[config.mk]
export PLATFORM = sky130hd
export DESIGN_NAME = telco_alarm_latch_relay
export DESIGN_NICKNAME = d
export VERILOG_FILES = /design/src/inc/alarm_pkg.sv /design/src/rtl/clear_edge_detect.sv /design/src/rtl/telco_alarm_latch_relay.sv
export SDC_FILE = /design/constraint.sdc
export NUM_CORES = 1
export LEC_CHECK = 0
export BUFFER_PORTS_ARGS = -buffer_cell sky130_fd_sc_hd__buf_4
export CAP_MARGIN = 20
export CELL_PAD_IN_SITES_DETAIL_PLACEMENT = 0
export CELL_PAD_IN_SITES_GLOBAL_PLACEMENT = 1
export CORE_UTILIZATION = 30
export DETAILED_ROUTE_END_ITERATION = 10
export PLACE_DENSITY_LB_ADDON = 0.1
export SYNTH_ARGS = -nofsm -noshare
export SYNTH_HDL_FRONTEND = slang
export SYNTH_SLANG_ARGS = --single-unit
[constraint.sdc]
create_clock -name sys_clk -period 2.3 [get_ports sys_clk]
set_clock_uncertainty 0.15 [all_clocks]
set_input_delay 0.115 -clock sys_clk [delete_from_list [all_inputs] [get_ports sys_clk]]
set_output_delay 0.115 -clock sys_clk [all_outputs]
set_load 0.03 [all_outputs]
[src/inc/alarm_pkg.sv]
// Constants, register map and carrier types for the alarm latch block.
// Assumes a classic Wishbone slave with 32-bit data on one 100 MHz clock.
// Contract
// - Critical lamp amber by default, red when configuration selects red.
// - Critical alarm set and cleared only by bus; connector cannot clear.
// - Major amber or red; bus sets; bus or connector pulse clears.
// - Minor lamp always amber; bus sets; bus or connector clears.
// - Power lamp amber; set by bus or by system fault line.
// - Power alarm cleared only by bus command, never by fault or connector.
// - Major relay energised while major alarm active.
// - Minor relay energised while minor alarm active.
// - Power relay energised while power alarm active.
// - Four relays, all controlled by management controller bus transactions.
// - Critical, major, minor relays are changeover (common, NO, NC).
// - Power relay has common and normally-open contact only.
// - Clear inputs exist for major and minor only.
// - Critical and major drive separate red and yellow lamps by colour.
// - Module drives a fitted indication toward the front panel.
package alarm_pkg;

  // ----------------------------------------------------------------------
  // Register map (byte addresses)
  // ----------------------------------------------------------------------
  localparam logic [7:0] ADDR_ALARM   = 8'h00;
  localparam logic [7:0] ADDR_SET     = 8'h04;
  localparam logic [7:0] ADDR_CLEAR   = 8'h08;
  localparam logic [7:0] ADDR_CONFIG  = 8'h0C;
  localparam logic [7:0] ADDR_IRQSTAT = 8'h10;
  localparam logic [7:0] ADDR_IRQMASK = 8'h14;
  localparam logic [7:0] ADDR_ID      = 8'h18;

  // Alarm bit positions
  localparam int BIT_CRIT  = 0;
  localparam int BIT_MAJOR = 1;
  localparam int BIT_MINOR = 2;
  localparam int BIT_POWER = 3;
  localparam int NUM_ALARMS = 4;

  // Config bit positions
  localparam int CFG_CRIT_RED  = 0;
  localparam int CFG_MAJOR_RED = 1;

  // Interrupt status bit positions
  localparam int IRQ_FAULT     = 0;
  localparam int IRQ_MAJOR_CLR = 1;
  localparam int IRQ_MINOR_CLR = 2;
  localparam int NUM_IRQ       = 3;

  // Reset values
  localparam logic [3:0] ALARM_RESET   = 4'h0;
  localparam logic [1:0] CONFIG_RESET  = 2'h0;
  localparam logic [2:0] IRQ_RESET     = 3'h0;

  // Arbitrary identification value, names no maker or part
  localparam logic [31:0] MODULE_ID = 32'h00A1_0001;

  // ----------------------------------------------------------------------
  // Carrier types
  // ----------------------------------------------------------------------
  typedef struct packed {
    logic        cyc;
    logic        stb;
    logic        we;
    logic [3:0]  sel;
    logic [7:0]  adr;
    logic [31:0] dat;
  } wb_req_t;

  typedef struct packed {
    logic        ack;
    logic [31:0] dat;
  } wb_rsp_t;

  // Relay drive: 1 energises the coil
  typedef struct packed {
    logic critical;
    logic major;
    logic minor;
    logic power;
  } relay_t;

  // Front panel lamps, active low
  typedef struct packed {
    logic critical_alarm_red_lamp_n;
    logic critical_alarm_yellow_lamp_n;
    logic major_alarm_red_lamp_n;
    logic major_alarm_yellow_lamp_n;
    logic minor_alarm_lamp_n;
    logic power_alarm_lamp_n;
    logic alarm_module_fitted_n;
  } lamps_t;

endpackage : alarm_pkg

[src/rtl/clear_edge_detect.sv]
// Two-flop synchroniser and falling-edge detector for one pin.
// Assumes the pin is asynchronous to sys_clk; output pulse is one cycle.
`timescale 1ns/1ps
module clear_edge_detect (
  input  wire logic sys_clk,
  input  wire logic reset_n,
  input  wire logic pinLevel_n,
  output logic      fallPulse
);
  logic meta;
  logic syncd;
  logic prev;

  // Pin idles high; falling edge is a clear request
  always_ff @(posedge sys_clk) begin
    if (!reset_n) begin
      meta  <= 1'b1;
      syncd <= 1'b1;
      prev  <= 1'b1;
    end else begin
      meta  <= pinLevel_n;
      syncd <= meta;
      prev  <= syncd;
    end
  end

  assign fallPulse = prev & ~syncd;
endmodule : clear_edge_detect

[src/rtl/telco_alarm_latch_relay.sv]
// Alarm latches, lamp and relay drive, Wishbone register slave.
// Assumes classic Wishbone master on sys_clk; fault and clear pins async.
`timescale 1ns/1ps
module telco_alarm_latch_relay (
  input  wire logic                  sys_clk,
  input  wire logic                  reset_n,
  input  wire alarm_pkg::wb_req_t    wbReq,
  output alarm_pkg::wb_rsp_t         wbRsp,
  input  wire logic                  system_fault_line_n,
  input  wire logic                  major_clear_in_n,
  input  wire logic                  minor_clear_in_n,
  output alarm_pkg::relay_t          relayDrive,
  output alarm_pkg::lamps_t          lamps,
  output logic                       irq
);
  import alarm_pkg::*;

  // ----------------------------------------------------------------------
  // Pin synchronisers
  // ----------------------------------------------------------------------
  logic faultMeta;
  logic faultSync;
  logic majorClearPulse;
  logic minorClearPulse;

  always_ff @(posedge sys_clk) begin
    if (!reset_n) begin
      faultMeta <= 1'b1;
      faultSync <= 1'b1;
    end else begin
      faultMeta <= system_fault_line_n;
      faultSync <= faultMeta;
    end
  end

  // Only major and minor have connector clear inputs
  clear_edge_detect majorClearDet (
    .sys_clk    (sys_clk),
    .reset_n    (reset_n),
    .pinLevel_n (major_clear_in_n),
    .fallPulse  (majorClearPulse)
  );

  clear_edge_detect minorClearDet (
    .sys_clk    (sys_clk),
    .reset_n    (reset_n),
    .pinLevel_n (minor_clear_in_n),
    .fallPulse  (minorClearPulse)
  );

  wire faultActive = ~faultSync;

  // ----------------------------------------------------------------------
  // Bus decode
  // ----------------------------------------------------------------------
  logic ack;
  logic [NUM_ALARMS-1:0] alarm;
  logic [1:0]            colourCfg;
  logic [NUM_IRQ-1:0]    irqStat;
  logic [NUM_IRQ-1:0]    irqMask;
  logic [31:0]           readData;

  // Single-cycle ack; no ack while the previous one is still high
  wire access   = wbReq.cyc & wbReq.stb & ~ack;
  wire wrAccess = access & wbReq.we & wbReq.sel[0];
  wire wrSet    = wrAccess & (wbReq.adr == ADDR_SET);
  wire wrClear  = wrAccess & (wbReq.adr == ADDR_CLEAR);
  wire wrAlarm  = wrAccess & (wbReq.adr == ADDR_ALARM);
  wire wrConfig = wrAccess & (wbReq.adr == ADDR_CONFIG);
  wire wrIrqSt  = wrAccess & (wbReq.adr == ADDR_IRQSTAT);
  wire wrIrqMk  = wrAccess & (wbReq.adr == ADDR_IRQMASK);
  wire [3:0] wrBits = wbReq.dat[3:0];

  // Writing ALARM loads all four latches, but an active fault line keeps power set; SET/CLEAR act bitwise
  wire [3:0] busSet = wrSet ? wrBits :
                      (wrAlarm ? wrBits : 4'h0);
  wire [3:0] busClr = wrClear ? wrBits :
                      (wrAlarm ? ~wrBits : 4'h0);

  // ----------------------------------------------------------------------
  // Alarm latches
  // ----------------------------------------------------------------------
  // Set wins over clear so a fresh event is never lost
  wire [3:0] setReq;
  wire [3:0] clrReq;
  assign setReq[BIT_CRIT]  = busSet[BIT_CRIT];
  assign clrReq[BIT_CRIT]  = busClr[BIT_CRIT];
  assign setReq[BIT_MAJOR] = busSet[BIT_MAJOR];
  assign clrReq[BIT_MAJOR] = busClr[BIT_MAJOR] | majorClearPulse;
  assign setReq[BIT_MINOR] = busSet[BIT_MINOR];
  assign clrReq[BIT_MINOR] = busClr[BIT_MINOR] | minorClearPulse;
  assign setReq[BIT_POWER] = busSet[BIT_POWER] | faultActive;
  assign clrReq[BIT_POWER] = busClr[BIT_POWER];

  wire [3:0] next_alarm = setReq | (alarm & ~clrReq);

  always_ff @(posedge sys_clk) begin
    if (!reset_n) begin
      alarm <= ALARM_RESET;
    end else begin
      alarm <= next_alarm;
    end
  end

  // ----------------------------------------------------------------------
  // Colour configuration
  // ----------------------------------------------------------------------
  // Changed only by an explicit configuration write
  always_ff @(posedge sys_clk) begin
    if (!reset_n) begin
      colourCfg <= CONFIG_RESET;
    end else if (wrConfig) begin
      colourCfg <= wbReq.dat[1:0];
    end
  end

  // ----------------------------------------------------------------------
  // Interrupts
  // ----------------------------------------------------------------------
  wire [NUM_IRQ-1:0] irqEvent = {minorClearPulse, majorClearPulse,
                                 faultActive};
  wire [NUM_IRQ-1:0] irqClr   = wrIrqSt ? wbReq.dat[NUM_IRQ-1:0] : 3'h0;
  wire [NUM_IRQ-1:0] next_irqStat = irqEvent | (irqStat & ~irqClr);

  always_ff @(posedge sys_clk) begin
    if (!reset_n) begin
      irqStat <= IRQ_RESET;
      irqMask <= IRQ_RESET;
    end else begin
      irqStat <= next_irqStat;
      if (wrIrqMk) begin
        irqMask <= wbReq.dat[NUM_IRQ-1:0];
      end
    end
  end

  assign irq = |(irqStat & irqMask);

  // ----------------------------------------------------------------------
  // Read path and ack
  // ----------------------------------------------------------------------
  wire mapped = (wbReq.adr == ADDR_ALARM)   | (wbReq.adr == ADDR_SET)  |
                (wbReq.adr == ADDR_CLEAR)   | (wbReq.adr == ADDR_CONFIG) |
                (wbReq.adr == ADDR_IRQSTAT) | (wbReq.adr == ADDR_IRQMASK) |
                (wbReq.adr == ADDR_ID);

  // Unmapped reads return zero; writes to them are dropped but acked
  wire [31:0] rdMux =
    (wbReq.adr == ADDR_ALARM)   ? {28'h000_0000, alarm}     :
    (wbReq.adr == ADDR_CONFIG)  ? {30'h0000_0000, colourCfg} :
    (wbReq.adr == ADDR_IRQSTAT) ? {29'h0000_0000, irqStat}   :
    (wbReq.adr == ADDR_IRQMASK) ? {29'h0000_0000, irqMask}   :
    (wbReq.adr == ADDR_ID)      ? MODULE_ID                 :
                                  32'h0000_0000;

  always_ff @(posedge sys_clk) begin
    if (!reset_n) begin
      ack      <= 1'b0;
      readData <= 32'h0000_0000;
    end else begin
      ack      <= access;
      readData <= (access & mapped) ? rdMux : 32'h0000_0000;
    end
  end

  assign wbRsp.ack = ack;
  assign wbRsp.dat = readData;

  // ----------------------------------------------------------------------
  // Relays and lamps
  // ----------------------------------------------------------------------
  // Each relay follows its latch; contact wiring is on the board
  logic [3:0]  relayReg;
  lamps_t      lampReg;

  wire critOn  = alarm[BIT_CRIT];
  wire majorOn = alarm[BIT_MAJOR];
  wire minorOn = alarm[BIT_MINOR];
  wire powerOn = alarm[BIT_POWER];
  wire critRed  = colourCfg[CFG_CRIT_RED];
  wire majorRed = colourCfg[CFG_MAJOR_RED];

  // Lamps registered so they move in the same cycle as the relays
  always_ff @(posedge sys_clk) begin
    if (!reset_n) begin
      relayReg <= 4'h0;
      lampReg  <= 7'h7E;
    end else begin
      relayReg <= next_alarm;
      lampReg.critical_alarm_red_lamp_n    <=
        ~(next_alarm[BIT_CRIT] & critRed);
      lampReg.critical_alarm_yellow_lamp_n <=
        ~(next_alarm[BIT_CRIT] & ~critRed);
      lampReg.major_alarm_red_lamp_n       <=
        ~(next_alarm[BIT_MAJOR] & majorRed);
      lampReg.major_alarm_yellow_lamp_n    <=
        ~(next_alarm[BIT_MAJOR] & ~majorRed);
      lampReg.minor_alarm_lamp_n <= ~next_alarm[BIT_MINOR];
      lampReg.power_alarm_lamp_n <= ~next_alarm[BIT_POWER];
      lampReg.alarm_module_fitted_n <= 1'b0;
    end
  end

  // Relays 0..2 are changeover, power is make-only: one coil drive each
  assign relayDrive.critical = relayReg[BIT_CRIT];
  assign relayDrive.major    = relayReg[BIT_MAJOR];
  assign relayDrive.minor    = relayReg[BIT_MINOR];
  assign relayDrive.power    = relayReg[BIT_POWER];
  // Contact sets: critical/major/minor COMM+NO+NC, power COMM+NO only
  assign lamps = lampReg;
endmodule : telco_alarm_latch_relay

## Word-level counts from Yosys, hierarchy flattened

Index checks and enable logic that the tools add are counted.

| storage, ports and cells | value |
|---|---|
| word-level logic and storage cells | 90 |
| register bits after elaboration | 52 |
| output and inout bits | 45 |
| input bits | 52 |

| operators by class | value |
|---|---|
| mux-type cells | 10 |
| bitwise gates (word level) | 48 |
| eq/ne operators | 6 |
| reductions and logical operators | 4 |

Operator list:

| cell | count |
|---|---|
| 2-to-1 mux 4 bit | 8 |
| equality test 8 x 5 -> 1 bit, second input constant | 3 |
| 2-to-1 mux 24 bit | 1 |
| bitwise AND 1 bit | 17 |
| equality test 8 x 4 -> 1 bit, second input constant | 2 |
| NOT 1 bit | 14 |
| bitwise OR 1 bit | 9 |
| equality test 8 x 3 -> 1 bit, second input constant | 1 |
| logical NOT 8 bit | 1 |
| NOT 4 bit | 2 |
| bitwise AND 3 bit | 2 |
| OR reduction 6 bit | 1 |
| bitwise AND 4 bit | 1 |
| bitwise OR 4 bit | 1 |
| 2-to-1 mux 3 bit | 1 |
| NOT 3 bit | 1 |
| bitwise OR 3 bit | 1 |
| OR reduction 3 bit | 1 |
| AND reduction 2 bit | 1 |

## Depth between registers and ports, before layout

Gate-level depths: netlist (run 1).

| depth | value |
|---|---|
| depth after elaboration | 13 |
| gate-level depth with buffers | 5 |
| depth with buffers taken out | 4 |

## Modules after synthesis

Synthesis (run 1) repeated with hierarchy kept, for this count alone.

| unflattened totals | value |
|---|---|
| cells, all modules | 174 |
| area, all modules | 1541.5 sq um |

By module, submodules not included:

| module | instances | area an instance (sq um) | cells each | seq. area each (sq um) |
|---|---|---|---|---|
| telco_alarm_latch_relay | 1 | 1371.3 | 160 | 520.5 |
| clear_edge_detect | 2 | 85.1 | 7 | 60.1 |

## Worst setup path after synthesis (run 1)

OpenSTA, ideal clock, no wires.

| path | value |
|---|---|
| path type | in2reg |
| start | in wbReq[34] in the netlist's numbering |
| end | reg relayReg[0] |
| slack | 603 ps |
| arrival | 1432 ps |
| data required time | 2035 ps |
| stages on the path | 4 |
| setup time | 115 ps |
| path buffers | 0 |
| path through | or4_4 -> or3_4 -> or3_4 -> o21a_1 |

| between the ends | value |
|---|---|
| longest elaborated chain between the ends | 7 |

Ends and longest elaborated chain:

| what | RTL line | text |
|---|---|---|
| start, declared | telco_alarm_latch_relay.sv:7 | `input wire alarm_pkg::wb_req_t wbReq,` |
| logical NOT 8 bit | telco_alarm_latch_relay.sv:68 | `wire wrAlarm = wrAccess & (wbReq.adr == ADDR_ALARM);` |
| bitwise AND 1 bit | telco_alarm_latch_relay.sv:68 |  |
| 2-to-1 mux 4 bit | telco_alarm_latch_relay.sv:78 | `(wrAlarm ? ~wrBits : 4'h0);` |
| 2-to-1 mux 4 bit | telco_alarm_latch_relay.sv:77 | `wire [3:0] busClr = wrClear ? wrBits :` |
| NOT 4 bit | telco_alarm_latch_relay.sv:95 | `wire [3:0] next_alarm = setReq \| (alarm & ~clrReq);` |
| bitwise AND 4 bit | telco_alarm_latch_relay.sv:95 |  |
| bitwise OR 4 bit * | telco_alarm_latch_relay.sv:95 |  |
| end signal, assigned | telco_alarm_latch_relay.sv:189 | `relayReg <= next_alarm;` |
| end, declared | telco_alarm_latch_relay.sv:173 | `logic [3:0] relayReg;` |

Every way passes the cells marked *; elsewhere a longest branch is shown, timed or not.
A chain may end at the register's enable or synchronous reset.

## Worst setup path after layout (run 1)

| path | value |
|---|---|
| start | reg ack |
| end | reg relayReg[1] |

| between the ends | value |
|---|---|
| longest elaborated chain between the ends | 11 |

Ends and longest elaborated chain:

| what | RTL line | text |
|---|---|---|
| start, declared | telco_alarm_latch_relay.sv:56 | `logic ack;` |
| start signal, assigned | telco_alarm_latch_relay.sv:161 | `ack <= access;` |
| NOT 1 bit * | telco_alarm_latch_relay.sv:64 | `wire access = wbReq.cyc & wbReq.stb & ~ack;` |
| bitwise AND 1 bit * | telco_alarm_latch_relay.sv:64 |  |
| bitwise AND 1 bit * (2 in series) | telco_alarm_latch_relay.sv:65 | `wire wrAccess = access & wbReq.we & wbReq.sel[0];` |
| bitwise AND 1 bit | telco_alarm_latch_relay.sv:68 |  |
| 2-to-1 mux 4 bit | telco_alarm_latch_relay.sv:78 |  |
| 2-to-1 mux 4 bit | telco_alarm_latch_relay.sv:77 |  |
| bitwise OR 1 bit | telco_alarm_latch_relay.sv:89 | `assign clrReq[BIT_MAJOR] = busClr[BIT_MAJOR] \| majorClearPulse;` |
| NOT 4 bit | telco_alarm_latch_relay.sv:95 |  |
| bitwise AND 4 bit | telco_alarm_latch_relay.sv:95 |  |
| bitwise OR 4 bit * | telco_alarm_latch_relay.sv:95 |  |

Marked as above.

==> metrics.json, run 1 <==
{
  "outcome": {"value": "finished clean"},
  "hpwl_dp": {"value": 2703, "unit": "microns"},
  "dieArea": {"value": 5613, "unit": "sq um"},
  "post_synthesis_adder_cell_area_fraction": {"value": 0, "unit": "%"},
  "synth_top_family_by_area": {"value": "simple AND/OR/NAND/NOR gates"},
  "antenna_cells_inserted": {"value": 0},
  "cellPowerDensity": {"value": 627.4, "unit": "nW/um^2"},
  "cts_max_level": {"value": 2},
  "global_route.overflow_total": {"value": 0},
  "drt_first_pass_iters": {"value": 4},
  "cts_hold_buf": {"value": 8},
  "clock_sink_count": {"value": 32},
  "clk_pin_slew_worst_paths": {"value": 70, "unit": "ps"},
  "cts_buffers": {"value": 5},
  "finalSetupViolations": {"value": 0},
  "grt_antenna_before_repair": {"value": 0},
  "layout_worst_path_cycle_share": {"value": 78.57, "unit": "%"},
  "grt_util_overall": {"value": 13.98, "unit": "%"},
  "worstPathArrival": {"value": 1830, "unit": "ps"},
  "drc": {"value": 0},
  "timing.final.hold_violations": {"value": 0},
  "multi_input_comb_area": {"value": 792.0, "unit": "sq um"},
  "setup_repair_after_global_routing_missed_its_margin": {"value": "no"},
  "maximum_number_of_pins_on_one_net_before_global_route_repair": {"value": 26},
  "floorplan.core_area": {"value": 5107, "unit": "sq um"},
  "cts_tree": {"value": "done"},
  "num-nets-final": {"value": 279},
  "yosysWarnings": {"value": 0},
  "synth_area_per_cell": {"value": 8.863, "unit": "sq um"},
  "final_core_utilization": {"value": 39.91, "unit": "%"},
  "post_synthesis_mux_area_share": {"value": 3.765, "unit": "%"},
  "totalWireLength": {"value": 3723, "unit": "microns"},
  "initialDrtViolationCount": {"value": 64},
  "buffer_ports.inserted": {"value": 39},
  "number_of_register_bits_inferred_by_synthesis": {"value": 32},
  "finalSetupTns": {"value": 0, "unit": "ps"},
  "yosys.area_share.xor_xnor": {"value": 0.5490, "unit": "%"},
  "relSlewSlack": {"value": 62.71, "unit": "%"},
  "root_buffer": {"value": "clkbuf_8"},
  "vias_per_cell": {"value": 4.430},
  "crit_path_start_kind": {"value": "flop"},
  "layout-drive-gt1-share": {"value": 25.00, "unit": "%"},
  "hold_class": {"value": "input pin to flop"},
  "floorplan.rows": {"value": 26},
  "syn2layout_area_growth": {"value": 27.76, "unit": "%"},
  "floorplan.die.width": {"value": 74.92, "unit": "microns"},
  "num_vias": {"value": 1320},
  "number_of_filler_instances_in_the_final_layout": {"value": 549},
  "end_kind": {"value": "flop"},
  "max-cap-violations": {"value": 0},
  "worstPathRequired": {"value": 2320, "unit": "ps"},
  "timing.setup.critical_path_class": {"value": "flop to flop"},
  "io_pins": {"value": 97},
  "netlist_area": {"value": 1595, "unit": "sq um"},
  "synth_compound_gate_area_share": {"value": 10.59, "unit": "%"},
  "synthesis.instances": {"value": 180},
  "yosysUniqueCellTypes": {"value": 40},
  "initial_utilization": {"value": 31.23, "unit": "%"},
  "wire_length_of_the_first_global_routing_pass": {"value": 5761, "unit": "microns"},
  "maxClockFrequency": {"value": 553.4, "unit": "MHz"},
  "total_leakage_power": {"value": 0.8372, "unit": "nW"},
  "final.min_clock_period": {"value": 1807, "unit": "ps"},
  "post_cts_resize_count": {"value": 0},
  "worstPathMaxFanout": {"value": 3},
  "ant_nets": {"value": 0},
  "cts_setup_buffers": {"value": 0},
  "grt_pass1_vias": {"value": 1187},
  "insertion_delay": {"value": 280, "unit": "ps"},
  "synth-seq-area-share": {"value": 40.16, "unit": "%"},
  "timing_worst_slew_pin_value": {"value": 551.6, "unit": "ps"},
  "die_y": {"value": 74.92, "unit": "microns"},
  "avgRoutedWirePerCell": {"value": 12.49, "unit": "microns"},
  "drv_slew": {"value": 0},
  "regArea": {"value": 640.6, "unit": "sq um"},
  "clockBufferDepth": {"value": 2},
  "routabilityCongestion": {"value": 0.7470},
  "peak_supply_drop": {"value": 0.2742, "unit": "mV"},
  "synth_simple_gate_area_share": {"value": 28.63, "unit": "%"}
}
area by class of cell:
| cell class | instances | share of cell area (%) |
|---|---|---|
| inverter | 5 | 0.9208 |
| tap | 70 | 4.297 |
| clock inverter | 3 | 2.087 |
| sequential | 32 | 31.43 |
| clock buffer | 5 | 3.376 |
| timing repair buffer | 49 | 19.03 |
| multi-input combinational | 134 | 38.86 |
worst max-delay path: stages, from the launching register on:
cell and delay (ps):
dfxtp_1 320, nand3b_1 270, nor4_2 470, a21oi_1 170, or2_2 320
flip-flops by register name, summed over array words and instances, names as in the netlist, 2 cells and up:
register   flops
lamps          6
irqStat        3
irqMask        3
relayReg       4
readData       5
colourCfg      2
routing by layer:
| metal | vias up | global-route usage (%) | wire, microns |
|---|---|---|---|
| met5 | - | 0 | 0 |
| li1 | 666 | - | - |
| met1 | 603 | 17.97 | 1751 |
| met3 | 7 | 4.150 | 190 |
| met2 | 44 | 21.52 | 1701 |
| met4 | 0 | 6.499 | 79 |
logic make-up (layout without fill, tap and decap cells):
group	count (synthesis)	count (layout)
AOI/OAI and AO/OA	27	27
xor gates and xnor gates	1	1
buffers and inverters	39	62
DFF	32	32
muxes	6	6
other	1	26
and+or+nand+nor	74	74
synthesized netlist by cell type:
cell type | n | area (sq um)
dfxtp_1 | 32 | 640.6
buf_4 | 29 | 217.7
nand2b_1 | 17 | 106.4
nand2_1 | 10 | 37.54
nor2_1 | 8 | 30.03
nand3_1 | 7 | 35.03
nor3_1 | 7 | 35.03
a21oi_1 | 6 | 30.03
mux2i_1 | 6 | 60.06
o21ai_0 | 6 | 30.03
a31oi_1 | 5 | 31.28
inv_1 | 5 | 18.77
clkbuf_1 | 3 | 11.26
nand4_1 | 3 | 18.77
nor2b_1 | 3 | 18.77
o211ai_1 | 3 | 22.52
a21o_1 | 2 | 15.01
and2_1 | 2 | 12.51
nor4b_1 | 2 | 17.52
o21a_1 | 2 | 15.01
or2_2 | 2 | 12.51
or3_4 | 2 | 22.52
a211oi_1 | 1 | 7.510
a222oi_1 | 1 | 10.01
and3b_1 | 1 | 8.760
and4_1 | 1 | 8.760
buf_1 | 1 | 3.750
buf_2 | 1 | 5.000
conb_1 | 1 | 3.750
nand3b_1 | 1 | 7.510
nor4_1 | 1 | 6.260
nor4_2 | 1 | 12.51
nor4_4 | 1 | 21.27
o21bai_1 | 1 | 7.510
or3_1 | 1 | 6.260
or4_1 | 1 | 7.510
or4_4 | 1 | 11.26
or4b_1 | 1 | 10.01
or4b_2 | 1 | 10.01
xnor2_1 | 1 | 8.760
metrics by stage:
stage | hold WS (ps) | total power, mW | cell area [sq um] | instances | setup slack, ps
2_1_floorplan | 56.91 | 0.7257 | 1689 | 205 | 603.2
3_3_place_gp | 149.2 | 0.7410 | 1847 | 282 | 369.1
3_5_place_dp | 152.7 | 0.7438 | 1847 | 282 | 366.7
4_1_cts | 40.59 | 1.299 | 2038 | 298 | 460.6
5_1_grt | 40.45 | 1.341 | 2038 | 298 | 413.7
6_report | 53.60 | 1.279 | 2038 | 298 | 492.9
cells in the final DEF, fill, tap and decap left out, types with 2 or more instances in the layout:
cell type	netlist	final
conb_1	1	26
buf_4	29	41
nor3_1	7	7
o211ai_1	3	3
nand2_1	10	10
dfxtp_1	32	32
a21oi_1	6	6
dlygate4sd3_1	0	8
o21a_1	2	2
or2_2	2	2
mux2i_1	6	6
and2_1	2	2
a21o_1	2	2
nand2b_1	17	17
nand3_1	7	7
clkbuf_8	0	5
nor2_1	8	8
nor2b_1	3	3
a31oi_1	5	5
o21ai_0	6	6
nand4_1	3	3
nor4b_1	2	2
inv_1	5	5
or3_4	2	2
power breakdown:
part | switching [mW] | internal [mW] | leakage [nW]
Clock | 0.216 | 0.320 | 0.0541
Combinational | 0.115 | 0.0569 | 0.523
Sequential | 0.00511 | 0.565 | 0.261
worst paths after layout:
kind,from,to,slack (ps),cells after the start
max,ack$_SDFF_PN0_,relayReg[1]$_SDFF_PN0_,490,4
min,wbReq[36],readData[21]$_SDFF_PP0_,50,2
min reg2reg,faultMeta$_SDFF_PN1_,faultSync$_SDFF_PN1_,260,1
max reg2reg,ack$_SDFF_PN0_,relayReg[1]$_SDFF_PN0_,490,4
Power figures use the tool's default switching activity.
==> run 2: changes to the inputs <==
Settings changed: CORE_UTILIZATION 30 to 27.
Clock period 2.3 ns to 1.65 ns, I/O delays scaled along.
==> run 2 against run 1 <==
  * Critical path depth grew 2
  * Register-to-register slack worse by 490 ps
  * Fmax grew 9.8%
  * Non-clock buffer count grew 16
  * Cell area up 6.3%
  * Setup slack worse by 490 ps
  * Total power up 24%
  * Worst hold slack got worse by 3.2 ps
  * Largest cell class unchanged
  * Largest power group unchanged
==> metrics.json, run 2 (synthesized netlist as in run 1, its figures left out) <==
{
  "final_common_cell": {"value": "buf_4", "change": "unchanged"},
  "io_pins": {"value": 97, "change": "unchanged"},
  "clk_pin_slew_worst_paths": {"value": 60, "unit": "ps", "change": "was 70 ps"},
  "peak_supply_drop": {"value": 0.3106, "unit": "mV", "change": "was 0.2742 mV"},
  "floorplan.die.width": {"value": 78.87, "unit": "microns", "change": "was 74.92 microns"},
  "num-nets-final": {"value": 295, "change": "was 279"},
  "floorplan.core_area": {"value": 5608, "unit": "sq um", "change": "was 5107 sq um"},
  "layout-drive-gt1-share": {"value": 31.12, "unit": "%", "change": "was 25.00%"},
  "r2r_start": {"value": "ack$_SDFF_PN0_", "change": "unchanged"},
  "total_leakage_power": {"value": 0.9093, "unit": "nW", "change": "was 0.8372 nW"},
  "timing.final.hold_violations": {"value": 0, "change": "unchanged"},
  "drt_first_pass_iters": {"value": 4, "change": "unchanged"},
  "maximum_number_of_pins_on_one_net_before_global_route_repair": {"value": 16, "change": "was 26"},
  "vias_per_cell": {"value": 4.438, "change": "was 4.430"},
  "layout_worst_path_cycle_share": {"value": 99.76, "unit": "%", "change": "was 78.57%"},
  "clock_sink_count": {"value": 32, "change": "unchanged"},
  "avgRoutedWirePerCell": {"value": 12.99, "unit": "microns", "change": "was 12.49 microns"},
  "initial_utilization": {"value": 28.45, "unit": "%", "change": "was 31.23%"},
  "root_buffer": {"value": "clkbuf_8", "change": "unchanged"},
  "totalWireLength": {"value": 4067, "unit": "microns", "change": "was 3723 microns"},
  "min_delay_startpoint": {"value": "wbReq[37]", "change": "was wbReq[36]"},
  "grt_util_overall": {"value": 13.73, "unit": "%", "change": "was 13.98%"},
  "cts_buffers": {"value": 5, "change": "unchanged"},
  "postLayoutCellArea": {"value": 2166, "unit": "sq um", "change": "was 2038 sq um"},
  "hold_class": {"value": "input pin to flop", "change": "unchanged"},
  "routabilityCongestion": {"value": 0.8178, "change": "was 0.7470"},
  "worstPathMaxFanout": {"value": 3, "change": "unchanged"},
  "dieArea": {"value": 6220, "unit": "sq um", "change": "was 5613 sq um"},
  "relSlewSlack": {"value": 62.41, "unit": "%", "change": "was 62.71%"},
  "insertion_delay": {"value": 280, "unit": "ps", "change": "about the same"},
  "max-cap-violations": {"value": 0, "change": "unchanged"},
  "hpwl_dp": {"value": 3093, "unit": "microns", "change": "was 2703 microns"},
  "num_vias": {"value": 1389, "change": "was 1320"},
  "grt_antenna_before_repair": {"value": 0, "change": "unchanged"},
  "worstPathRequired": {"value": 1670, "unit": "ps", "change": "was 2320 ps"},
  "finalSetupViolations": {"value": 0, "change": "unchanged"},
  "final_core_utilization": {"value": 38.62, "unit": "%", "change": "was 39.91%"},
  "initialDrtViolationCount": {"value": 66, "change": "was 64"},
  "ant_nets": {"value": 0, "change": "unchanged"},
  "crit_path_start_kind": {"value": "flop", "change": "unchanged"},
  "cellPowerDensity": {"value": 734.9, "unit": "nW/um^2", "change": "was 627.4 nW/um^2"},
  "number_of_filler_instances_in_the_final_layout": {"value": 601, "change": "was 549"},
  "outcome": {"value": "finished clean", "change": "unchanged"},
  "maxClockFrequency": {"value": 607.5, "unit": "MHz", "change": "was 553.4 MHz"},
  "final.min_clock_period": {"value": 1646, "unit": "ps", "change": "was 1807 ps"},
  "floorplan.rows": {"value": 27, "change": "was 26"},
  "timing_worst_slew_pin_value": {"value": 556.1, "unit": "ps", "change": "was 551.6 ps"},
  "regArea": {"value": 641.9, "unit": "sq um", "change": "was 640.6 sq um"},
  "buffer_ports.inserted": {"value": 39, "change": "unchanged"},
  "drc": {"value": 0, "change": "unchanged"},
  "antenna_cells_inserted": {"value": 0, "change": "unchanged"},
  "syn2layout_area_growth": {"value": 35.76, "unit": "%", "change": "was 27.76%"},
  "timing.setup.critical_path_class": {"value": "flop to flop", "change": "unchanged"},
  "multi_input_comb_area": {"value": 838.3, "unit": "sq um", "change": "was 792.0 sq um"},
  "setup_slack": {"value": 3.993, "unit": "ps", "change": "was 492.9 ps"},
  "global_route.overflow_total": {"value": 0, "change": "unchanged"},
  "setup_repair_after_global_routing_missed_its_margin": {"value": "yes", "change": "was no"},
  "instance_area_at_placement": {"value": 1962, "unit": "sq um", "change": "was 1847 sq um"},
  "cts_max_level": {"value": 2, "change": "unchanged"},
  "wire_length_of_the_first_global_routing_pass": {"value": 6575, "unit": "microns", "change": "was 5761 microns"},
  "cts_tree": {"value": "done", "change": "unchanged"},
  "grt_pass1_vias": {"value": 1311, "change": "was 1187"},
  "end_kind": {"value": "flop", "change": "unchanged"},
  "timing.critical_path.from": {"value": "ack$_SDFF_PN0_", "change": "unchanged"},
  "most-common-layout-cells": {"value": "buf_4 (57), dfxtp_1 (31), conb_1 (26), nand2b_1 (17), nand2_1 (10)", "change": "was buf_4 (41), dfxtp_1 (32), conb_1 (26), nand2b_1 (17), nand2_1 (10)"},
  "drv_slew": {"value": 0, "change": "unchanged"},
  "detailedPlace.worstSlack": {"value": -201.7, "unit": "ps", "change": "was 366.7 ps"},
  "largest_register_ff_count": {"value": 6, "change": "unchanged"},
  "worstPathArrival": {"value": 1670, "unit": "ps", "change": "was 1830 ps"},
  "clockBufferDepth": {"value": 2, "change": "unchanged"},
  "die_y": {"value": 78.87, "unit": "microns", "change": "was 74.92 microns"}
}
[run 2: stage by stage]
step                power (mW)  hold slack (ps)  setup TNS, ps  std cells
global route             1.684            50.52         -90.87        313
CTS                      1.620            37.38              0        312
detailed placement       1.055            119.8          -1772        299
finish                   1.592            50.37              0        313
global placement         1.054            116.6          -1617        299
floorplan                1.012            24.41         -14.26        205
[run 2: worst max-delay path, stage by stage, from the launching register on]
cell      delay [ps]
dfxtp_2          320
nand3b_1         190
buf_4            170
nor4_4           250
buf_4            180
a31oi_1           80
o21a_1           190
[run 2: power by group]
group	internal (mW)	switching (mW)
clock network	0.271	0.256
logic	0.0968	0.172
registers	0.789	0.00720
[run 2: path summary, 6_finish.rpt]
check,to,slack (ps),cells past startpoint
min reg2reg,faultSync$_SDFF_PN1_,260,1
min,readData[21]$_SDFF_PP0_,50,3
max,relayReg[3]$_SDFF_PN0_,4,6
max reg2reg,relayReg[3]$_SDFF_PN0_,4,6
[run 2: metal layers]
layer	global-route usage [%]	routed length, microns	vias up	share of wire (%)
met1	16.76	1881	647	46
met2	22.96	1900	48	47
li1	-	-	689	-
met4	4.727	46	0	1.1
met3	4.023	239	5	5.9
met5	0	0	-	0
[run 2: area by class of cell]
type	count	area share [%]
Multi-Input combinational cell	134	38.71
Sequential cell	32	29.64
Timing Repair Buffer	65	23.45
Tap cell	72	4.159
Clock buffer	5	3.177
Inverter	5	0.8666
[run 2: what timing repair did]
item / 4_1_cts / 5_1_grt
gates cloned: 0 / 0
hold buffers: 8 / 0
endpoints found under the setup margin: 9 / 6
resized for setup: 3 / 6
buffers inserted: 0 / 1
pin swaps: 3 / 3
endpoints found under the hold margin: 15 / 0
